$ cat src/hw/shid_defines.vh
`ifndef SHID_DEFINES_VH
`define SHID_DEFINES_VH

`define SHID_MAG_W 16
`define SHID_RATIO_MIN 7'h05
`define SHID_RATIO_MAX 7'h32
`define SHID_RATIO_RST 7'h0f
`define SHID_BASE_MIN 7'h14
`define SHID_BASE_MAX 7'h64
`define SHID_BASE_RST 7'h1e
`define SHID_PCT_SCALE 7'h64
`define SHID_NOMINAL_RST 16'h0400

`define SHID_ADDR_W 4
`define SHID_REG_CTRL 4'h0
`define SHID_REG_RATIO 4'h1
`define SHID_REG_BASE 4'h2
`define SHID_REG_NOMINAL 4'h3
`define SHID_REG_FLAGS 4'h4
`define SHID_REG_IRQ_STAT 4'h5
`define SHID_REG_IRQ_CLR 4'h6
`define SHID_REG_IRQ_EN 4'h7
`define SHID_REG_EVENT 4'h8

`define SHID_CTRL_ENABLE 0
`define SHID_IRQ_RISE 0
`define SHID_IRQ_FALL 1
`define SHID_IRQ_LOST 2

`endif

$ cat src/hw/shid_phase.v
`timescale 1ns/1ps
`include "shid_defines.vh"

module shid_phase #(
  parameter MAG_W = `SHID_MAG_W
) (
  input wire [MAG_W-1:0] fund_mag,
  input wire [MAG_W-1:0] harm2_mag,
  input wire [6:0] ratio_pct,
  input wire [6:0] base_pct,
  input wire [MAG_W-1:0] nominal_mag,
  output wire detect
);
  wire [MAG_W+6:0] harm_scaled;
  wire [MAG_W+6:0] fund_scaled;
  wire [MAG_W+6:0] fund_x100;
  wire [MAG_W+6:0] base_level;
  wire ratio_hit;
  wire level_ok;

  // ratio test without a divider
  assign harm_scaled = harm2_mag * `SHID_PCT_SCALE; // [RL11]
  assign fund_scaled = fund_mag * ratio_pct; // [RL11]
  assign ratio_hit = harm_scaled > fund_scaled; // [RL2]
  // minimum level scaled by nominal current
  assign fund_x100 = fund_mag * `SHID_PCT_SCALE; // [RL4]
  assign base_level = nominal_mag * base_pct; // [RL4]
  assign level_ok = fund_x100 > base_level; // [RL3]
  assign detect = ratio_hit & level_ok; // [RL9]
endmodule

$ cat src/hw/shid_detector.v
// What this block does
// RL1: the detector works only while enabled (off after reset) and the block input forces all flags low.
// RL2: the ratio threshold is 5 to 50 percent in steps of 1, default 15, applied to second harmonic over fundamental.
// RL3: the minimum fundamental level is 20 to 100 percent, default 30, and no inrush is declared at or below it.
// RL4: the minimum level is a percentage of the nominal current value.
// RL5: upstream logic supplies fundamental and second harmonic magnitudes for all three phases.
// RL6: each phase has its own flag driven only from its own evaluation.
// RL7: the general flag is high when any phase flag is high and low when none is.
// RL8: every change of the general flag produces an on or off event for the event list and supervisory system.
// RL9: a phase flag is set when its ratio is above threshold and its fundamental passes the level test.
// RL10: the three phase evaluations are independent of each other.
// RL11: the ratio test uses cross multiplication, evaluated on each update strobe with registered outputs.
`timescale 1ns/1ps
`include "shid_defines.vh"

module shid_detector #(
  parameter MAG_W = `SHID_MAG_W
) (
  input wire core_clk,
  input wire reset,
  input wire [MAG_W-1:0] fund_l1,
  input wire [MAG_W-1:0] fund_l2,
  input wire [MAG_W-1:0] fund_l3,
  input wire [MAG_W-1:0] harm2_l1,
  input wire [MAG_W-1:0] harm2_l2,
  input wire [MAG_W-1:0] harm2_l3,
  input wire fourier_update,
  input wire inrush_block_in,
  input wire [`SHID_ADDR_W-1:0] reg_addr,
  input wire [31:0] reg_wdata,
  input wire reg_wr,
  input wire reg_rd,
  output reg [31:0] reg_rdata,
  output reg inrush_phase1_out,
  output reg inrush_phase2_out,
  output reg inrush_phase3_out,
  output reg inrush_any_phase_out,
  output reg inrush_event_valid,
  output reg inrush_event_on,
  output reg irq
);
  reg enable_r;
  reg [6:0] ratio_r;
  reg [6:0] base_r;
  reg [MAG_W-1:0] nominal_r;
  reg [2:0] irq_stat_r;
  reg [2:0] irq_en_r;
  reg event_pend_r;
  reg event_val_r;
  wire [3*MAG_W-1:0] fund_bus;
  wire [3*MAG_W-1:0] harm_bus;
  wire [2:0] detect;
  wire [2:0] phase_nxt;
  wire any_nxt;
  wire any_change;
  wire active;
  wire [2:0] irq_set;
  wire [2:0] irq_clr;
  wire [2:0] irq_stat_nxt;
  wire [6:0] wr_pct;
  wire wr_big;
  reg [31:0] rdata_nxt;

  assign fund_bus = {fund_l3, fund_l2, fund_l1}; // [RL5]
  assign harm_bus = {harm2_l3, harm2_l2, harm2_l1}; // [RL5]

  genvar g;
  generate
    for (g = 0; g < 3; g = g + 1) begin : ph
      // one evaluator per phase, no shared state
      shid_phase #(.MAG_W(MAG_W)) u_phase ( // [RL10]
        .fund_mag(fund_bus[g*MAG_W +: MAG_W]),
        .harm2_mag(harm_bus[g*MAG_W +: MAG_W]),
        .ratio_pct(ratio_r),
        .base_pct(base_r),
        .nominal_mag(nominal_r),
        .detect(detect[g])
      );
    end
  endgenerate

  assign active = enable_r & ~inrush_block_in; // [RL1]
  assign phase_nxt = active ? detect : 3'b000; // [RL1] [RL6]
  assign any_nxt = |phase_nxt; // [RL7]
  assign any_change = fourier_update & (any_nxt != inrush_any_phase_out); // [RL8]
  assign wr_pct = reg_wdata[6:0];
  // high bits set means the value is above any legal setting
  assign wr_big = |reg_wdata[31:7];

  // flag outputs updated once per fourier strobe; block acts at once
  always @(posedge core_clk) begin
    if (reset) begin
      inrush_phase1_out <= 1'b0;
      inrush_phase2_out <= 1'b0;
      inrush_phase3_out <= 1'b0;
      inrush_any_phase_out <= 1'b0;
    end else if (fourier_update) begin
      inrush_phase1_out <= phase_nxt[0]; // [RL11] [RL6]
      inrush_phase2_out <= phase_nxt[1]; // [RL11] [RL6]
      inrush_phase3_out <= phase_nxt[2]; // [RL11] [RL6]
      inrush_any_phase_out <= any_nxt; // [RL7]
    end else if (~active) begin
      inrush_phase1_out <= 1'b0; // [RL1]
      inrush_phase2_out <= 1'b0; // [RL1]
      inrush_phase3_out <= 1'b0; // [RL1]
      inrush_any_phase_out <= 1'b0; // [RL1]
    end
  end

  // forced clear outside a strobe also changes the general flag
  wire force_drop;
  assign force_drop = ~fourier_update & ~active & inrush_any_phase_out;

  // event record: pulse with value, plus holding register for software
  always @(posedge core_clk) begin
    if (reset) begin
      inrush_event_valid <= 1'b0;
      inrush_event_on <= 1'b0;
      event_pend_r <= 1'b0;
      event_val_r <= 1'b0;
    end else begin
      inrush_event_valid <= any_change | force_drop; // [RL8]
      if (any_change | force_drop) begin
        inrush_event_on <= any_change & any_nxt; // [RL8]
        event_val_r <= any_change & any_nxt; // [RL8]
        event_pend_r <= 1'b1;
      end else if (reg_rd && reg_addr == `SHID_REG_EVENT) begin
        event_pend_r <= 1'b0;
      end
    end
  end

  // interrupt status: rise, fall, event overwritten before read
  assign irq_set[`SHID_IRQ_RISE] = any_change & any_nxt;
  assign irq_set[`SHID_IRQ_FALL] = (any_change & ~any_nxt) | force_drop;
  assign irq_set[`SHID_IRQ_LOST] = (any_change | force_drop) & event_pend_r;
  assign irq_clr = (reg_wr && reg_addr == `SHID_REG_IRQ_CLR) ? reg_wdata[2:0] : 3'b000;
  assign irq_stat_nxt = (irq_stat_r & ~irq_clr) | irq_set;

  always @(posedge core_clk) begin
    if (reset) begin
      irq_stat_r <= 3'b000;
      irq <= 1'b0;
    end else begin
      irq_stat_r <= irq_stat_nxt;
      irq <= |(irq_stat_nxt & irq_en_r);
    end
  end

  // settings; ratio and base clamped to their legal ranges
  always @(posedge core_clk) begin
    if (reset) begin
      enable_r <= 1'b0; // [RL1]
      ratio_r <= `SHID_RATIO_RST; // [RL2]
      base_r <= `SHID_BASE_RST; // [RL3]
      nominal_r <= `SHID_NOMINAL_RST; // [RL4]
      irq_en_r <= 3'b000;
    end else if (reg_wr) begin
      case (reg_addr)
        `SHID_REG_CTRL: enable_r <= reg_wdata[`SHID_CTRL_ENABLE];
        `SHID_REG_RATIO: begin
          if (wr_big) ratio_r <= `SHID_RATIO_MAX; // [RL2]
          else if (wr_pct < `SHID_RATIO_MIN) ratio_r <= `SHID_RATIO_MIN; // [RL2]
          else if (wr_pct > `SHID_RATIO_MAX) ratio_r <= `SHID_RATIO_MAX; // [RL2]
          else ratio_r <= wr_pct;
        end
        `SHID_REG_BASE: begin
          if (wr_big) base_r <= `SHID_BASE_MAX; // [RL3]
          else if (wr_pct < `SHID_BASE_MIN) base_r <= `SHID_BASE_MIN; // [RL3]
          else if (wr_pct > `SHID_BASE_MAX) base_r <= `SHID_BASE_MAX; // [RL3]
          else base_r <= wr_pct;
        end
        `SHID_REG_NOMINAL: nominal_r <= reg_wdata[MAG_W-1:0];
        `SHID_REG_IRQ_EN: irq_en_r <= reg_wdata[2:0];
        default: ;
      endcase
    end
  end

  // read mux
  always @* begin
    rdata_nxt = 32'h0000_0000;
    case (reg_addr)
      `SHID_REG_CTRL: rdata_nxt[0] = enable_r;
      `SHID_REG_RATIO: rdata_nxt[6:0] = ratio_r;
      `SHID_REG_BASE: rdata_nxt[6:0] = base_r;
      `SHID_REG_NOMINAL: rdata_nxt[MAG_W-1:0] = nominal_r;
      `SHID_REG_FLAGS: rdata_nxt[3:0] = {inrush_any_phase_out, inrush_phase3_out,
                                          inrush_phase2_out, inrush_phase1_out};
      `SHID_REG_IRQ_STAT: rdata_nxt[2:0] = irq_stat_r;
      `SHID_REG_IRQ_EN: rdata_nxt[2:0] = irq_en_r;
      `SHID_REG_EVENT: rdata_nxt[1:0] = {event_pend_r, event_val_r};
      default: rdata_nxt = 32'h0000_0000;
    endcase
  end

  always @(posedge core_clk) begin
    if (reset) begin
      reg_rdata <= 32'h0000_0000;
    end else if (reg_rd) begin
      reg_rdata <= rdata_nxt;
    end else begin
      reg_rdata <= 32'h0000_0000;
    end
  end
endmodule

$ cat config.mk
export PLATFORM = sky130hd
export DESIGN_NAME = shid_detector
export DESIGN_NICKNAME = d
export VERILOG_FILES = /design/src/hw/shid_phase.v /design/src/hw/shid_detector.v
export VERILOG_INCLUDE_DIRS = /design/src /design/src/hw
export SDC_FILE = /design/constraint.sdc
export NUM_CORES = 2
export LEC_CHECK = 0
export BUFFER_PORTS_ARGS = -buffer_cell sky130_fd_sc_hd__buf_2
export CORE_MARGIN = 2
export CORE_UTILIZATION = 55
export DETAILED_ROUTE_END_ITERATION = 10
export PLACE_DENSITY = 0.81
export SLEW_MARGIN = 5
export SYNTH_ARGS = -nofsm -noshare
export SYNTH_HDL_FRONTEND = slang
export SYNTH_HIERARCHICAL = 1
export SYNTH_SLANG_ARGS = --single-unit
$ cat constraint.sdc
create_clock -name core_clk -period 8.5 [get_ports core_clk]
set_input_delay 1.7 -clock core_clk [delete_from_list [all_inputs] [get_ports core_clk]]
set_output_delay 1.7 -clock core_clk [all_outputs]
set_load 0.01 [all_outputs]
==> flow_summary.yaml <==
global_route:
  track_usage: 0.253
  grt_pass1_wl_mm: 148
  grt_max_degree: 47
  antenna_found_initial: 21
  gr-total-overflow: 0
  grt_pass1_vias: 31600
worst_setup_path:
  worst_path_largest_cell_delay_ps: 560
  critPathLaunchType: "input pin"
  required_ps: 8730
  reg2regPathDepth: 29
  cp.arrival_ps: 8310
  r2r-end: "irq$_SDFF_PP0_"
  reg2reg_slack_ps: 500
  path_class: "in2reg"
  cpMostUsedCell: "fa_1"
  endpoint_kind: "flip-flop"
  cp_max_fo: 9
  cpMaxStageDelayCell: "fa_1"
  crit_buf_inv: 4
  r2r-start: "base_r[5]$_SDFFE_PP0P_"
  critical_path.startpoint: "fund_l1[5]"
  crit_family: "adder cells"
yosys:
  synthFlopType: "dfxtp_1"
  yosys_register_bits: 61
  yosysUniqueCellTypes: 109
  synthCells: 4392
  synth-edff-count: 0
  synth-async-reset-ratio: 0
  synth_area_mm2: 0.0367
  avgSynthCellArea_um2: 8.35
  yosysSeqAreaShare: 0.0333
  yosysWarnings: 6
die:
  rows: 94
  io-pin-count: 177
  die-area_mm2: 0.0687
  start_util: 0.557
  die_x_um: 262
  die_h_um: 262
  core_mm2: 0.0659
cts:
  cts_made_buffers: 9
  clk_path_buf_depth: 2
  cts_tree: "yes"
  cts_sinks: 61
  cts_root_buf: "clkbuf_16"
  cts.htree.levels: 3
  cts_hold_buf: 0
  clkLatencyLatePin_ps: 350
  clk_pin_slew_ps: 60
sta:
  tightest_slew_ps: 1040
  fmax_ghz: 0.124
  setup_tns_ps: 0
  finalHoldViolCount: 0
  worst_slack_ps: 423
  post-route-period-util: 0.950
  setup_viol: 0
  finClkSkew_ps: 13.4
  finalMaxSlewViolations: 0
  rsz0062_at_grt: "no"
  fin_crit_ps: 8080
  slew_headroom: 0.307
route:
  drt_iter0_drc: 1713
  vias: 30400
  drc: 0
  dr.pass1.iters: 5
  vias_per_cell: 5.60
  ant_nets: 0
  drt-total-wl_mm: 86.5
  wire_per_inst_um: 15.9
layout:
  drive_gt1_frac: 0.0714
  utilization: 0.593
  n_fill_cell: 5726
  area_growth_syn_to_layout_pct: 6.43
  finalNetCount: 5850
  mostFrequentLayoutCells: "inv_1, ha_1, fa_1"
  final_common_cell: "inv_1"
  fin_area_mm2: 0.0390
worst_hold_path:
  hp-start: "nominal_r[15]$_SDFFE_PP0P_"
  hp-class: "reg2reg"
  hold_path_end: "nominal_r[15]$_SDFFE_PP0P_"
  whs_path_depth: 2
power:
  power.leakage_nw: 21.2
  power.density_mw_per_mm2: 138
  ir_drop_mv: 0.104
placement:
  io_buffers: 160
  dp_slack_ps: -59.6
  dpl_cell_area_mm2: 0.0387
  dpl.hpwl_mm: 71.6
  place_congestion: 0.883
status:
  run_status: "finished clean"
flow_run:
  max-cap-violations: 0
-- logic make-up (layout without fill, tap and decap cells) --
kind of cell    after synthesis  after routing  share of synthesized area
other cells                   1             27                   0.000102
flops                        61             61                     0.0333
simple gates               1309           1309                      0.191
mux                          19             19                    0.00570
compound gates              730            730                      0.134
fa+ha+maj                  1164           1164                      0.495
xor+xnor                    173            173                     0.0413
buf+inv                     935           1081                     0.0988
-- tightest hold or removal path: stages, from the launching register on --
cell and delay [ps]:
dfxtp_1 320, nand2_1 70, a21oi_2 50
-- metal layers --
layer / routed length [µm] / up-vias / track usage
met4: 1810 / 16 / 0.0600
met2: 42300 / 673 / 0.450
li1: - / 14700 / -
met3: 4640 / 141 / 0.0396
met5: 98 / - / 0
met1: 37600 / 14900 / 0.319
-- cells in the mapped netlist, drive strengths merged, types with 14 or more instances --
cell     instances  area [µm²]
a21oi          241        1250
o21a            37         279
a21o           120         903
o21ai          120         616
nand4           31         200
nand2          350        1320
and3            24         150
nand3           48         240
a31oi           24         163
nor4            17         125
nand2b          44         278
and2           477        2980
nor2           153         608
buf             33         230
ha             684        8560
o31ai           14         110
nor3            56         290
fa             480        9610
o211ai          23         173
dfxtp           61        1220
xnor2           94         823
a211oi          29         238
inv            839        3150
or3             18         118
a2111oi         16         178
clkbuf          62         233
nor2b           35         219
xor2            79         692
-- power by group --
part           switching [W]  total, W  internal (W)
Clock               0.000161  0.000398      0.000237
Sequential         0.0000118  0.000301      0.000289
Combinational        0.00259   0.00467       0.00209
-- flip-flops by register name, summed over array words and instances (netlist names) --
register,count
nominal_r,16
base_r,7
enable_r,1
event_val_r,1
inrush_event_valid,1
inrush_phase2_out,1
irq_stat_r,3
irq,1
reg_rdata,16
ratio_r,7
event_pend_r,1
inrush_phase1_out,1
irq_en_r,3
inrush_any_phase_out,1
inrush_phase3_out,1
-- timing repair --
action	4_1_cts	5_1_grt
resized for setup	0	6
buffers inserted	0	0
endpoints found under the setup margin	0	7
endpoints found under the hold margin	0	0
-- layout make-up --
class,instances,area [µm²],area share
tap,864,1080,0.0277
clock buffer,10,239,0.00612
inverter,839,3150,0.0807
antenna,11,27.5,0.000705
sequential,61,1230,0.0315
timing repair buffer,226,1320,0.0339
multi-input combinational,3411,31900,0.818
clock inverter,6,70.1,0.00180
-- metrics by stage --
step	power, W	hold WS, ps	std cells
3_5_place_dp	0.00491	475	5401
6_report	0.00537	486	5428
2_1_floorplan	0.00392	440	4407
4_1_cts	0.00534	487	5417
3_3_place_gp	0.00475	471	5401
5_1_grt	0.00607	512	5422
-- worst max-delay path by stage --
| stage | endpoint | slack, ps | depth (start not counted) |
|---|---|---|---|
| after floorplan | irq$_SDFF_PP0_ | 720 | 27 |
| after global placement | irq$_SDFF_PP0_ | 100 | 30 |
| after detailed placement | irq$_SDFF_PP0_ | -60 | 30 |
| after CTS | irq$_SDFF_PP0_ | 260 | 30 |
| after global routing | irq$_SDFF_PP0_ | 40 | 30 |
| final | irq$_SDFF_PP0_ | 420 | 27 |
(Power assumes the default switching activity.)
